`config.mk`:
```
export PLATFORM = sky130hd
export DESIGN_NAME = dsn_dsp_exec
export DESIGN_NICKNAME = d
export VERILOG_FILES = /design/src/rtl/dsn_pkg.sv /design/src/rtl/dsn_neg_unit.sv /design/src/rtl/dsn_frac_mul.sv /design/src/rtl/dsn_dsp_exec.sv
export SDC_FILE = /design/constraint.sdc
export NUM_CORES = 2
export LEC_CHECK = 0
export ABC_AREA = 1
export ABC_CLOCK_PERIOD_IN_PS = 8600
export BUFFER_PORTS_ARGS = -buffer_cell sky130_fd_sc_hd__buf_2
export CORE_AREA = 2 2 286 359
export CTS_CLUSTER_SIZE = 16
export DETAILED_ROUTE_END_ITERATION = 8
export DIE_AREA = 0 0 288 361
export PLACE_DENSITY_LB_ADDON = 0.15
export SYNTH_ARGS = -nofsm -noshare
export SYNTH_HDL_FRONTEND = slang
export SYNTH_SLANG_ARGS = --single-unit
```
`constraint.sdc`:
```
create_clock -name aclk -period 8.6 [get_ports aclk]
set_input_delay 0 -clock aclk [delete_from_list [all_inputs] [get_ports aclk]]
set_output_delay 0 -clock aclk [all_outputs]
set_load 0.01 [all_outputs]
```
`src/rtl/dsn_pkg.sv`:
```
package dsn_pkg;

  // ----------------------------------------------------------------
  // Register map
  // ----------------------------------------------------------------
  localparam logic [7:0]  OFF_CTRL     = 8'h00;
  localparam logic [7:0]  OFF_INSTR    = 8'h04;
  localparam logic [7:0]  OFF_DSR      = 8'h08;
  localparam logic [7:0]  OFF_MAC_HI   = 8'h0c;
  localparam logic [7:0]  OFF_MACL     = 8'h10;
  localparam logic [7:0]  OFF_STATUS   = 8'h14;
  localparam logic [7:0]  OFF_REG_BASE = 8'h40;
  localparam logic [7:0]  OFF_GRD_BASE = 8'h80;

  // ----------------------------------------------------------------
  // Status register fields and reset values
  // ----------------------------------------------------------------
  localparam int          DSR_COND = 0;
  localparam int          DSR_N   = 1;
  localparam int          DSR_Z   = 2;
  localparam int          DSR_V   = 3;
  localparam int          DSR_GRTR = 4;
  localparam int          DSR_CS0 = 5;
  localparam logic [31:0] DSR_RST = 32'h0000_0000;
  localparam logic [31:0] REG_RST = 32'h0000_0000;
  localparam logic [7:0]  GRD_RST = 8'h00;
  localparam logic [31:0] BUS_ERR_DATA = 32'h0000_0000;

  // ----------------------------------------------------------------
  // Opcode prefixes of the second instruction word
  // ----------------------------------------------------------------
  localparam logic [5:0]  PFX_DSP      = 6'h3e;
  localparam logic [11:0] OP_LDS_HI    = 12'hed0;
  localparam logic [11:0] OP_LDS_LO    = 12'hfd0;
  localparam logic [11:0] OP_LDS_HI_T  = 12'hee0;
  localparam logic [11:0] OP_LDS_LO_T  = 12'hfe0;
  localparam logic [11:0] OP_LDS_HI_F  = 12'hef0;
  localparam logic [11:0] OP_LDS_LO_F  = 12'hff0;
  localparam logic [7:0]  OP_NEG_X     = 8'hc9;
  localparam logic [7:0]  OP_NEG_X_T   = 8'hca;
  localparam logic [7:0]  OP_NEG_X_F   = 8'hcb;
  localparam logic [7:0]  OP_NEG_Y     = 8'he9;
  localparam logic [7:0]  OP_NEG_Y_T   = 8'hea;
  localparam logic [7:0]  OP_NEG_Y_F   = 8'heb;
  localparam logic [3:0]  OP_FMUL      = 4'h4;

  // ----------------------------------------------------------------
  // Register file indices
  // ----------------------------------------------------------------
  localparam logic [3:0]  IDX_A0 = 4'h0;
  localparam logic [3:0]  IDX_A1 = 4'h1;
  localparam logic [3:0]  IDX_M0 = 4'h2;
  localparam logic [3:0]  IDX_M1 = 4'h3;
  localparam logic [3:0]  IDX_X0 = 4'h4;
  localparam logic [3:0]  IDX_X1 = 4'h5;
  localparam logic [3:0]  IDX_Y0 = 4'h6;
  localparam logic [3:0]  IDX_Y1 = 4'h7;
  localparam int          NREG   = 8;
  localparam logic [7:0]  GUARD_ONES = 8'hff;
  localparam logic [7:0]  GUARD_ZERO = 8'h00;

  // ----------------------------------------------------------------
  // Timing
  // ----------------------------------------------------------------
  localparam logic [1:0]  PAR_EXTRA_CYC = 2'h1;

  typedef enum logic [1:0] {ST_IDLE, ST_EXEC, ST_HOLD} dsn_state_t;

endpackage

```
`src/rtl/dsn_neg_unit.sv`:
```
`timescale 1ns/1ps
module dsn_neg_unit (
  // Operand
  input  wire logic [39:0] src,
  // Result and flags
  output logic [39:0]      res,
  output logic             neg_f,
  output logic             zero_f,
  output logic             ovf_f,
  output logic             grtr_f,
  output logic             carry_f
);
  wire logic [40:0] diff;
  assign diff    = {1'b0, 40'h00_0000_0000} - {1'b0, src};
  assign res     = diff[39:0];
  assign neg_f   = diff[39];
  assign zero_f  = (diff[39:0] == 40'h00_0000_0000);
  assign ovf_f   = src[39] & diff[39];
  assign grtr_f  = ~diff[39] & ~zero_f;
  assign carry_f = diff[40];
endmodule

```
`src/rtl/dsn_frac_mul.sv`:
```
`timescale 1ns/1ps
module dsn_frac_mul (
  // Factors
  input  wire logic [15:0] fa,
  input  wire logic [15:0] fb,
  // Product
  output logic [39:0]      prod
);
  wire logic signed [31:0] p;
  wire logic [31:0]        frac;
  assign p    = $signed(fa) * $signed(fb);
  assign frac = {p[30:0], 1'b0};
  assign prod = {{8{frac[31]}}, frac};
endmodule

```
`src/rtl/dsn_dsp_exec.sv`:
```
// Added by the designer: the placing of the registers and the AXI4-Lite interface to the registers.
`timescale 1ns/1ps
// Functional notes
// - An unconditional system load copies the selected register into the multiply-acc high or low register.
// - Conditional system loads copy only when the condition flag is set (true form) or clear (false form).
// - No system load changes the condition, negative, zero, overflow or greater-than bits.
// - A system load paired with a parallel store or data move takes two cycles.
// - The fractional multiply multiplies upper words as signed, writes the destination, keeps flags.
// - The fractional result differs from the integer signed multiply of the same operands.
// - Negate subtracts the X-side or Y-side source from zero into the destination, 40 bits for A0/A1, low 32 bits for the others.
// - Conditional negates execute only on a matching condition flag, otherwise nothing changes.
// - An unconditional negate updates N, Z, V, greater-than and the condition flag per the select field.
// - A conditional negate that executes leaves all five status flags untouched.
// - Y-side select codes 0 to 3 choose Y0, Y1, M0, M1.
// - A Y-side negate operand gets guard bits by sign extension.
// - An accumulator negate operand uses its own guard byte.
module dsn_dsp_exec (
  // Clock and reset
  input  wire logic        aclk,
  input  wire logic        aresetn,
  input  wire logic        ce,
  // AXI4-Lite write
  input  wire logic [7:0]  s_axi_awaddr,
  input  wire logic        s_axi_awvalid,
  output logic             s_axi_awready,
  input  wire logic [31:0] s_axi_wdata,
  input  wire logic [3:0]  s_axi_wstrb,
  input  wire logic        s_axi_wvalid,
  output logic             s_axi_wready,
  output logic [1:0]       s_axi_bresp,
  output logic             s_axi_bvalid,
  input  wire logic        s_axi_bready,
  // AXI4-Lite read
  input  wire logic [7:0]  s_axi_araddr,
  input  wire logic        s_axi_arvalid,
  output logic             s_axi_arready,
  output logic [31:0]      s_axi_rdata,
  output logic [1:0]       s_axi_rresp,
  output logic             s_axi_rvalid,
  input  wire logic        s_axi_rready
);

  // ----------------------------------------------------------------
  // State
  // ----------------------------------------------------------------
  logic [31:0]          regs_reg [dsn_pkg::NREG];
  logic [7:0]           grd_reg [2];
  logic [31:0]          dsr_reg;
  logic [31:0]          mac_hi_reg;
  logic [31:0]          macl_reg;
  logic [31:0]          instr_reg;
  logic                 par_reg;
  logic                 busy_reg;
  logic                 done_reg;
  logic [1:0]           wait_reg;
  dsn_pkg::dsn_state_t  state_reg;
  logic                 aw_hold_reg;
  logic                 w_hold_reg;
  logic [7:0]           awaddr_reg;
  logic [31:0]          wdata_reg;
  logic [3:0]           wstrb_reg;

  // ----------------------------------------------------------------
  // Decode
  // ----------------------------------------------------------------
  function automatic logic [3:0] map_xy(input logic y, input logic [1:0] c);
    if (y)
      map_xy = (c == 2'h0) ? dsn_pkg::IDX_Y0 : (c == 2'h1) ? dsn_pkg::IDX_Y1 :
               (c == 2'h2) ? dsn_pkg::IDX_M0 : dsn_pkg::IDX_M1;
    else
      map_xy = (c == 2'h0) ? dsn_pkg::IDX_X0 : (c == 2'h1) ? dsn_pkg::IDX_X1 :
               (c == 2'h2) ? dsn_pkg::IDX_A0 : dsn_pkg::IDX_A1;
  endfunction

  wire logic [15:0] op;
  wire logic        pfx_ok;
  wire logic        cond_flag;
  wire logic        is_lds;
  wire logic        lds_hi;
  wire logic        lds_go;
  wire logic        is_neg;
  wire logic        neg_y;
  wire logic        neg_unc;
  wire logic        neg_go;
  wire logic        is_mul;
  wire logic [3:0]  dest_sel;
  wire logic [3:0]  nsrc;
  wire logic [39:0] nop40;
  wire logic [39:0] nres;
  wire logic        f_n;
  wire logic        f_z;
  wire logic        f_v;
  wire logic        f_grtr;
  wire logic        f_c;
  wire logic        dc_new;
  wire logic [39:0] mprod;
  wire logic [3:0]  mdst;
  wire logic [3:0]  mfa;
  wire logic [3:0]  mfb;

  assign op      = instr_reg[15:0];
  assign pfx_ok  = (instr_reg[31:26] == dsn_pkg::PFX_DSP);
  assign cond_flag = dsr_reg[dsn_pkg::DSR_COND];
  assign dest_sel  = op[3:0];
  assign lds_hi  = (op[15:4] == dsn_pkg::OP_LDS_HI) | (op[15:4] == dsn_pkg::OP_LDS_HI_T) |
                   (op[15:4] == dsn_pkg::OP_LDS_HI_F);
  assign is_lds  = pfx_ok & (lds_hi | (op[15:4] == dsn_pkg::OP_LDS_LO) |
                   (op[15:4] == dsn_pkg::OP_LDS_LO_T) | (op[15:4] == dsn_pkg::OP_LDS_LO_F));
  assign lds_go  = is_lds & ((op[9:8] == 2'h1) | (op[9:8] == 2'h2 & cond_flag) |
                   (op[9:8] == 2'h3 & ~cond_flag)) & (dest_sel < 4'(dsn_pkg::NREG));
  assign neg_y   = (op[15:8] == dsn_pkg::OP_NEG_Y) | (op[15:8] == dsn_pkg::OP_NEG_Y_T) |
                   (op[15:8] == dsn_pkg::OP_NEG_Y_F);
  assign is_neg  = pfx_ok & (neg_y | (op[15:8] == dsn_pkg::OP_NEG_X) |
                   (op[15:8] == dsn_pkg::OP_NEG_X_T) | (op[15:8] == dsn_pkg::OP_NEG_X_F));
  assign neg_unc = (op[9:8] == 2'h1);
  assign neg_go  = is_neg & (neg_unc | (op[9:8] == 2'h2 & cond_flag) |
                   (op[9:8] == 2'h3 & ~cond_flag)) & (dest_sel < 4'(dsn_pkg::NREG));
  assign nsrc    = neg_y ? map_xy(1'b1, op[5:4]) : map_xy(1'b0, op[7:6]);
  assign nop40   = (nsrc == dsn_pkg::IDX_A0) ? {grd_reg[0], regs_reg[0]} :
                   (nsrc == dsn_pkg::IDX_A1) ? {grd_reg[1], regs_reg[1]} :
                   {(regs_reg[nsrc[2:0]][31] ? dsn_pkg::GUARD_ONES : dsn_pkg::GUARD_ZERO),
                    regs_reg[nsrc[2:0]]};
  assign is_mul  = pfx_ok & (op[15:12] == dsn_pkg::OP_FMUL) & (op[7:4] == 4'h0) & (op[1:0] == 2'h0);
  assign mfa     = map_xy(1'b0, {1'b0, op[11]} + 2'h0) ^ {3'h0, op[10]};
  assign mfb     = op[9] ? (op[8] ? dsn_pkg::IDX_M1 : dsn_pkg::IDX_M0) : (op[8] ? dsn_pkg::IDX_Y1 : dsn_pkg::IDX_Y0);
  assign mdst    = op[3] ? (op[2] ? dsn_pkg::IDX_A1 : dsn_pkg::IDX_A0) : (op[2] ? dsn_pkg::IDX_M1 : dsn_pkg::IDX_M0);

  dsn_neg_unit u_neg (
    .src     (nop40),
    .res     (nres),
    .neg_f   (f_n),
    .zero_f  (f_z),
    .ovf_f   (f_v),
    .grtr_f  (f_grtr),
    .carry_f (f_c)
  );

  dsn_frac_mul u_mul (
    .fa   (regs_reg[mfa[2:0]][31:16]),
    .fb   (regs_reg[mfb[2:0]][31:16]),
    .prod (mprod)
  );

  // Condition flag per the 3-bit select field.
  wire logic [2:0] cs;
  assign cs     = dsr_reg[dsn_pkg::DSR_CS0 +: 3];
  assign dc_new = (cs == 3'h0) ? f_c : (cs == 3'h1) ? f_n : (cs == 3'h2) ? f_z : (cs == 3'h3) ? f_v :
                  (cs == 3'h4) ? f_grtr : (cs == 3'h5) ? ~f_n : 1'b0;

  // ----------------------------------------------------------------
  // Bus decode
  // ----------------------------------------------------------------
  wire logic        wr_go;
  wire logic        rd_go;
  wire logic [7:0]  rd_a;
  wire logic        wr_instr;
  wire logic [31:0] wmask;
  wire logic [31:0] rd_data;
  wire logic        rd_ok;
  wire logic        wr_ok;
  assign wr_go    = aw_hold_reg & w_hold_reg & ~s_axi_bvalid;
  assign rd_go    = s_axi_arvalid & s_axi_arready;
  assign rd_a     = s_axi_araddr;
  assign wmask    = {{8{wstrb_reg[3]}}, {8{wstrb_reg[2]}}, {8{wstrb_reg[1]}}, {8{wstrb_reg[0]}}};
  assign wr_instr = wr_go & (awaddr_reg == dsn_pkg::OFF_INSTR) & ~busy_reg;
  assign wr_ok    = (awaddr_reg == dsn_pkg::OFF_INSTR) | (awaddr_reg == dsn_pkg::OFF_CTRL) |
                    (awaddr_reg == dsn_pkg::OFF_DSR) | (awaddr_reg[7:5] == 3'h2) |
                    ((awaddr_reg[7:3] == 5'h10) & (awaddr_reg[1:0] == 2'h0));
  assign rd_ok    = (rd_a[1:0] == 2'h0) & ((rd_a <= dsn_pkg::OFF_STATUS) | (rd_a[7:5] == 3'h2) | (rd_a[7:3] == 5'h10));
  assign rd_data  = (rd_a == dsn_pkg::OFF_INSTR) ? instr_reg :
                    (rd_a == dsn_pkg::OFF_CTRL) ? {31'h0, par_reg} :
                    (rd_a == dsn_pkg::OFF_DSR) ? dsr_reg :
                    (rd_a == dsn_pkg::OFF_MAC_HI) ? mac_hi_reg :
                    (rd_a == dsn_pkg::OFF_MACL) ? macl_reg :
                    (rd_a == dsn_pkg::OFF_STATUS) ? {30'h0, done_reg, busy_reg} :
                    (rd_a[7:5] == 3'h2) ? regs_reg[rd_a[4:2]] :
                    (rd_a[7:3] == 5'h10) ? {24'h0, grd_reg[rd_a[2]]} : dsn_pkg::BUS_ERR_DATA;

  // ----------------------------------------------------------------
  // Execution sequencer
  // ----------------------------------------------------------------
  wire logic exec_now;
  assign exec_now = (state_reg == dsn_pkg::ST_EXEC) & (wait_reg == 2'h0);

  always_ff @(posedge aclk)
  begin
    if (!aresetn)
    begin
      state_reg <= dsn_pkg::ST_IDLE;
      busy_reg  <= 1'b0;
      done_reg  <= 1'b0;
      wait_reg  <= 2'h0;
    end
    else if (ce)
    begin
      case (state_reg)
        dsn_pkg::ST_IDLE:
        begin
          if (wr_instr)
          begin
            state_reg <= dsn_pkg::ST_EXEC;
            busy_reg  <= 1'b1;
            done_reg  <= 1'b0;
            wait_reg  <= (par_reg & (wdata_reg[31:26] == dsn_pkg::PFX_DSP)) ? dsn_pkg::PAR_EXTRA_CYC : 2'h0;
          end
        end
        dsn_pkg::ST_EXEC:
        begin
          if (wait_reg != 2'h0)
            wait_reg <= wait_reg - 2'h1;
          else
            state_reg <= dsn_pkg::ST_HOLD;
        end
        default:
        begin
          state_reg <= dsn_pkg::ST_IDLE;
          busy_reg  <= 1'b0;
          done_reg  <= 1'b1;
        end
      endcase
    end
  end

  // ----------------------------------------------------------------
  // Register file and status
  // ----------------------------------------------------------------
  genvar gi;
  generate
    for (gi = 0; gi < dsn_pkg::NREG; gi++)
    begin : g_reg
      wire logic [3:0] idx = 4'(gi);
      always_ff @(posedge aclk)
      begin
        if (!aresetn)
          regs_reg[gi] <= dsn_pkg::REG_RST;
        else if (ce)
        begin
          if (exec_now & neg_go & (dest_sel == idx))
            regs_reg[gi] <= nres[31:0];
          else if (exec_now & is_mul & (mdst == idx))
            regs_reg[gi] <= mprod[31:0];
          else if (wr_go & ~busy_reg & (awaddr_reg == dsn_pkg::OFF_REG_BASE + 8'(4 * gi)))
            regs_reg[gi] <= (regs_reg[gi] & ~wmask) | (wdata_reg & wmask);
        end
      end
      if (gi < 2)
      begin : g_grd
        always_ff @(posedge aclk)
        begin
          if (!aresetn)
            grd_reg[gi] <= dsn_pkg::GRD_RST;
          else if (ce)
          begin
            if (exec_now & neg_go & (dest_sel == idx))
              grd_reg[gi] <= nres[39:32];
            else if (exec_now & is_mul & (mdst == idx))
              grd_reg[gi] <= mprod[39:32];
            else if (wr_go & ~busy_reg & (awaddr_reg == dsn_pkg::OFF_GRD_BASE + 8'(4 * gi)) & wstrb_reg[0])
              grd_reg[gi] <= wdata_reg[7:0];
          end
        end
      end
    end
  endgenerate

  always_ff @(posedge aclk)
  begin
    if (!aresetn)
    begin
      dsr_reg  <= dsn_pkg::DSR_RST;
      mac_hi_reg <= dsn_pkg::REG_RST;
      macl_reg <= dsn_pkg::REG_RST;
      instr_reg <= dsn_pkg::REG_RST;
      par_reg  <= 1'b0;
    end
    else if (ce)
    begin
      if (exec_now & lds_go & lds_hi)
        mac_hi_reg <= regs_reg[dest_sel[2:0]];
      if (exec_now & lds_go & ~lds_hi)
        macl_reg <= regs_reg[dest_sel[2:0]];
      if (exec_now & neg_go & neg_unc)
        dsr_reg[4:0] <= {f_grtr, f_v, f_z, f_n, dc_new};
      else if (wr_go & ~busy_reg & (awaddr_reg == dsn_pkg::OFF_DSR))
        dsr_reg <= {24'h0, (dsr_reg[7:0] & ~wmask[7:0]) | (wdata_reg[7:0] & wmask[7:0])};
      if (wr_instr)
        instr_reg <= wdata_reg;
      if (wr_go & (awaddr_reg == dsn_pkg::OFF_CTRL) & wstrb_reg[0])
        par_reg <= wdata_reg[0];
    end
  end

  // ----------------------------------------------------------------
  // AXI4-Lite slave
  // ----------------------------------------------------------------
  always_ff @(posedge aclk)
  begin
    if (!aresetn)
    begin
      aw_hold_reg   <= 1'b0;
      w_hold_reg    <= 1'b0;
      awaddr_reg    <= 8'h00;
      wdata_reg     <= 32'h0000_0000;
      wstrb_reg     <= 4'h0;
      s_axi_awready <= 1'b0;
      s_axi_wready  <= 1'b0;
      s_axi_bvalid  <= 1'b0;
      s_axi_bresp   <= 2'h0;
      s_axi_arready <= 1'b0;
      s_axi_rvalid  <= 1'b0;
      s_axi_rresp   <= 2'h0;
      s_axi_rdata   <= 32'h0000_0000;
    end
    else if (ce)
    begin
      s_axi_awready <= ~aw_hold_reg & ~s_axi_awready & s_axi_awvalid;
      s_axi_wready  <= ~w_hold_reg & ~s_axi_wready & s_axi_wvalid;
      if (s_axi_awvalid & s_axi_awready)
      begin
        aw_hold_reg <= 1'b1;
        awaddr_reg  <= s_axi_awaddr;
      end
      if (s_axi_wvalid & s_axi_wready)
      begin
        w_hold_reg <= 1'b1;
        wdata_reg  <= s_axi_wdata;
        wstrb_reg  <= s_axi_wstrb;
      end
      if (wr_go)
      begin
        aw_hold_reg  <= 1'b0;
        w_hold_reg   <= 1'b0;
        s_axi_bvalid <= 1'b1;
        s_axi_bresp  <= (wr_ok & ~busy_reg) ? 2'h0 : 2'h2;
      end
      else if (s_axi_bready)
        s_axi_bvalid <= 1'b0;
      s_axi_arready <= ~s_axi_arready & ~s_axi_rvalid & s_axi_arvalid;
      if (rd_go)
      begin
        s_axi_rvalid <= 1'b1;
        s_axi_rdata  <= rd_ok ? rd_data : dsn_pkg::BUS_ERR_DATA;
        s_axi_rresp  <= rd_ok ? 2'h0 : 2'h2;
      end
      else if (s_axi_rready)
        s_axi_rvalid <= 1'b0;
    end
  end

  // ----------------------------------------------------------------
  // Checks
  // ----------------------------------------------------------------
  a_lds_flags_kept: assert property (@(posedge aclk) disable iff (!aresetn)
    (ce & exec_now & is_lds) |=> (dsr_reg[4:0] == $past(dsr_reg[4:0])))
    else $error("System load changed status flags.");
  a_lds_hi_copy: assert property (@(posedge aclk) disable iff (!aresetn)
    (ce & exec_now & lds_go & lds_hi) |=> (mac_hi_reg == $past(regs_reg[dest_sel[2:0]])))
    else $error("High load did not copy source.");
  a_lds_skip_nop: assert property (@(posedge aclk) disable iff (!aresetn)
    (ce & exec_now & is_lds & ~lds_go) |=> ($stable(mac_hi_reg) & $stable(macl_reg)))
    else $error("Failed condition still loaded.");
  a_mul_flags_kept: assert property (@(posedge aclk) disable iff (!aresetn)
    (ce & exec_now & is_mul) |=> $stable(dsr_reg))
    else $error("Multiply changed status.");
  a_mul_frac_lsb: assert property (@(posedge aclk) disable iff (!aresetn)
    is_mul |-> (mprod[0] == 1'b0) & (mprod[39:32] == {8{mprod[31]}}))
    else $error("Fraction product misformed.");
  a_neg_cond_flags: assert property (@(posedge aclk) disable iff (!aresetn)
    (ce & exec_now & is_neg & ~neg_unc) |=> $stable(dsr_reg[4:0]))
    else $error("Conditional negate changed flags.");
  a_neg_zero_flag: assert property (@(posedge aclk) disable iff (!aresetn)
    (ce & exec_now & neg_go & neg_unc & (nop40 == 40'h00_0000_0000)) |=> dsr_reg[dsn_pkg::DSR_Z])
    else $error("Zero flag not set.");
  a_neg_sum_zero: assert property (@(posedge aclk) disable iff (!aresetn)
    is_neg |-> ((nres + nop40) == 40'h00_0000_0000))
    else $error("Negate result wrong.");
  a_neg_y_guard: assert property (@(posedge aclk) disable iff (!aresetn)
    (is_neg & neg_y) |-> (nop40[39:32] == {8{nop40[31]}}))
    else $error("Y operand guard not extended.");
  a_two_cycle_par: assert property (@(posedge aclk) disable iff (!aresetn)
    (ce & wr_instr & par_reg & (wdata_reg[31:26] == dsn_pkg::PFX_DSP) & (state_reg == dsn_pkg::ST_IDLE))
    |=> (ce & ~exec_now) [*1])
    else $error("Paired load executed early.");

endmodule

```
==> impl_metrics.csv <==
group,metric,value,unit
status,status,"complete, but fails checks",
status,violations,"capacitance limit, slew limit",
routing,wl_per_cell,29.23,um
power,power_switching,0.003164,W
yosys,synth_cell_types,54,
global_route,grt_pass1_wl,284900,um
critical_path,r2r_cells,30,
critical_path,critPathMaxStageDelay,540,ps
sta,worstMarginPinSlew,1674,ps
sta,fin_crit_sh,0.9450,
sta,setup_viol,0,
global_route,antenna_found_initial,4,
power,power.density,178.6,nW/um2
power,power_frac_comb,0.383,
routing,vias,42070,
clock_network,cts.sinks,471,
floorplanning,coreArea,100200,um2
power,p_int,0.004881,W
critical_path,cp-end-kind,"flop",
hold_path,holdCritStartpoint,"s_axi_araddr[1]",
hold_path,min_path_type,"in -> reg",
final_layout,fin_nets,5902,
power,seqPwrFrac,0.307,
hold_path,hold_path_end,"s_axi_rdata[2]",
critical_path,crit_path_top_delay_cell,"o21a_1",
clock_network,clkSlewWorstSetupHoldPaths,60,ps
critical_path,crit_path_start_kind,"flop",
yosys,async_flop_share,0,
sta,slew_violations,7,
final_layout,final_cell_mix,"inv_1 (943), nand2_1 (926), o21ai_0 (500)",
power,swShare,0.3933,
clock_network,cts_root_buf,"clkbuf_16",
critical_path,r2r_slack,470,ps
floorplanning,die_w,288,um
clock_network,cts.path.max_buffers,3,
critical_path,required,9110,ps
sta,relSlewSlack,-0.1280,
place,globalplace.congestion,1.016,
yosys,synth_edf_count,272,
clock_network,cts_tree,"done",
final_layout,area_delta_synth_final,12.66,%
sta,tns,0,ps
yosys,yosysWarnings,0,
routing,drt_pre_antenna_iters,8,
yosys,synth_seq_area_share,0.3040,
sta,skew,54.25,ps
clock_network,insertion_delay,690,ps
critical_path,critical_path_class,"reg -> reg",
flow_run,cap_violations,2,
global_route,overflow,0,
routing,drtAntennaViolNets,0,
critical_path,r2r_start,"instr_reg[8]",
yosys,synth_area,39980,um2
power,clkPwrFrac,0.310,
power,peakVddDrop,0.1718,mV
sta,fmaxAchievable,123.0,MHz
global_route,grt_pass1_vias,40760,
place,io_buffers,98,
routing,routed_via_density,6.123,
global_route,grtUsageTotal,0.3797,
sta,final.min_clock_period,8127,ps
hold_path,whs_path_depth,7,
floorplanning,die_h,361,um
critical_path,crit_arrival,8640,ps
power,leakagePower,19.84,nW
clock_network,cts_buffers,55,
clock_network,h-tree-depth,2,
final_layout,final_common_cell,"inv_1",
yosys,synthFlopType,"edfxtp_1",
routing,drt_iter0_drc,5296,
yosys,ys_ff_latch,471,
place,hpwlAfterDp,142600,um
routing,routed_wl,200800,um
floorplanning,start_util,0.3990,
floorplanning,core.rowCount,130,
global_route,grt_max_degree,89,
final_layout,drive_gt1_frac,0.09430,
yosys,postSynthAreaPerCell,7.411,um2
sta,grt_setup_unrepaired,"no",
critical_path,cp_max_fo,12,
yosys,syn_inst,5394,
floorplanning,die_area,104000,um2
routing,post-route-drc-count,0,
sta,final-hold-violation-count,0,
power,total_power,0.008045,W
floorplanning,ios,101,
[metrics by stage]
step                hold slack [ps]    util  std cells  instance area, um2  setup WS [ps]
detailed placement            272.3  0.4216       6679               42250          286.5
CTS                           13.40  0.4487       6863               44960          199.5
floorplan                     160.2       -       5395               39980           1245
global route                  38.99  0.4494       6866               45030          90.12
finish                        121.2  0.4495       6871               45040          473.0
global placement              266.5  0.4216       6679               42250          432.2
[power groups by stage]
stage / clock network (W) / logic (W) / registers, W
after floorplan: 0 / 0.00160 / 0.00250
after global placement: 0 / 0.00295 / 0.00252
after detailed placement: 0 / 0.00294 / 0.00252
after CTS: 0.00249 / 0.00299 / 0.00247
after global routing: 0.00256 / 0.00328 / 0.00247
final: 0.00249 / 0.00308 / 0.00247
[worst max-delay path by stage]
stage                        from   end  slack (ps)
floorplan           instr_reg[10]  flop        1240
global placement     instr_reg[8]  flop         430
detailed placement   instr_reg[8]  flop         290
CTS                  instr_reg[8]  flop         200
global route         instr_reg[8]  flop          90
finish               instr_reg[8]  flop         470
[cell type report]
type	instances	area (um2)
fillers	10270	55160
multi-input cells	3620	22860
flip-flops and latches	471	12160
inverters	995	3750
repair buffers	358	2716
clock buffers	84	1688
well taps	1320	1652
clock inverters	18	202.7
diodes	5	12.51
[repair_timing]
action | CTS | global route
endpoints found under the hold margin | 83 | 0
setup buffers | 0 | 2
setup endpoints to repair | 0 | 42
hold buffers | 82 | 0
resized for setup | 0 | 11
[cells by family after synthesis]
group / Yosys count / synth area share
DFF: 471 / 0.3040
xor gates and xnor gates: 40 / 0.008764
buffers and inverters: 1304 / 0.1270
AOI/OAI and AO/OA: 1489 / 0.2190
other: 1 / 0.00009381
and+or+nand+nor: 1748 / 0.1863
adders and majority gates: 341 / 0.1548
[Yosys cell counts (7+ instances only)]
master	number	area share
nand4_1	54	0.0085
xnor2_1	23	0.0050
o22ai_1	252	0.039
clkbuf_1	242	0.023
nand2_2	36	0.0056
nor2_4	14	0.0039
a21oi_1	363	0.045
fa_1	256	0.13
o21a_1	26	0.0049
ha_1	85	0.027
nor2_2	30	0.0047
a31oi_1	56	0.0088
nor2_1	389	0.037
buf_6	13	0.0037
a22oi_1	16	0.0030
o221ai_1	89	0.019
o21ai_0	504	0.063
inv_2	23	0.0022
a221oi_1	49	0.011
xor2_1	17	0.0037
nand2_1	931	0.087
inv_1	953	0.089
buf_4	11	0.0021
buf_2	16	0.0020
nor4_1	7	0.0011
nand3_1	241	0.030
clkinv_1	18	0.0017
o21ai_1	25	0.0031
buf_1	25	0.0023
a211oi_1	49	0.0092
edfxtp_1	272	0.20
nor3_1	27	0.0034
o211ai_1	35	0.0066
dfxtp_1	199	0.10
[critical path, delay by kind of cell, from the launching register on]
family | cells | cell delay (ps)
AO/OA/AOI/OAI | 12 | 2500
XOR/XNOR | 1 | 340
adder cells (fa/ha/maj) | 7 | 3230
buffers and inverters | 7 | 1090
flip-flops | 1 | 460
AND/OR/NAND/NOR | 3 | 310
[per-layer routing]
| layer | GRT usage | part of all wire | routed length, um |
|---|---|---|---|
| met3 | 0.08714 | 0.10 | 20370 |
| met5 | 0 | 0.00013 | 26 |
| met2 | 0.5982 | 0.44 | 89280 |
| met4 | 0.3265 | 0.11 | 21650 |
| met1 | 0.4333 | 0.35 | 69520 |
Power figures use the tool's default switching activity.
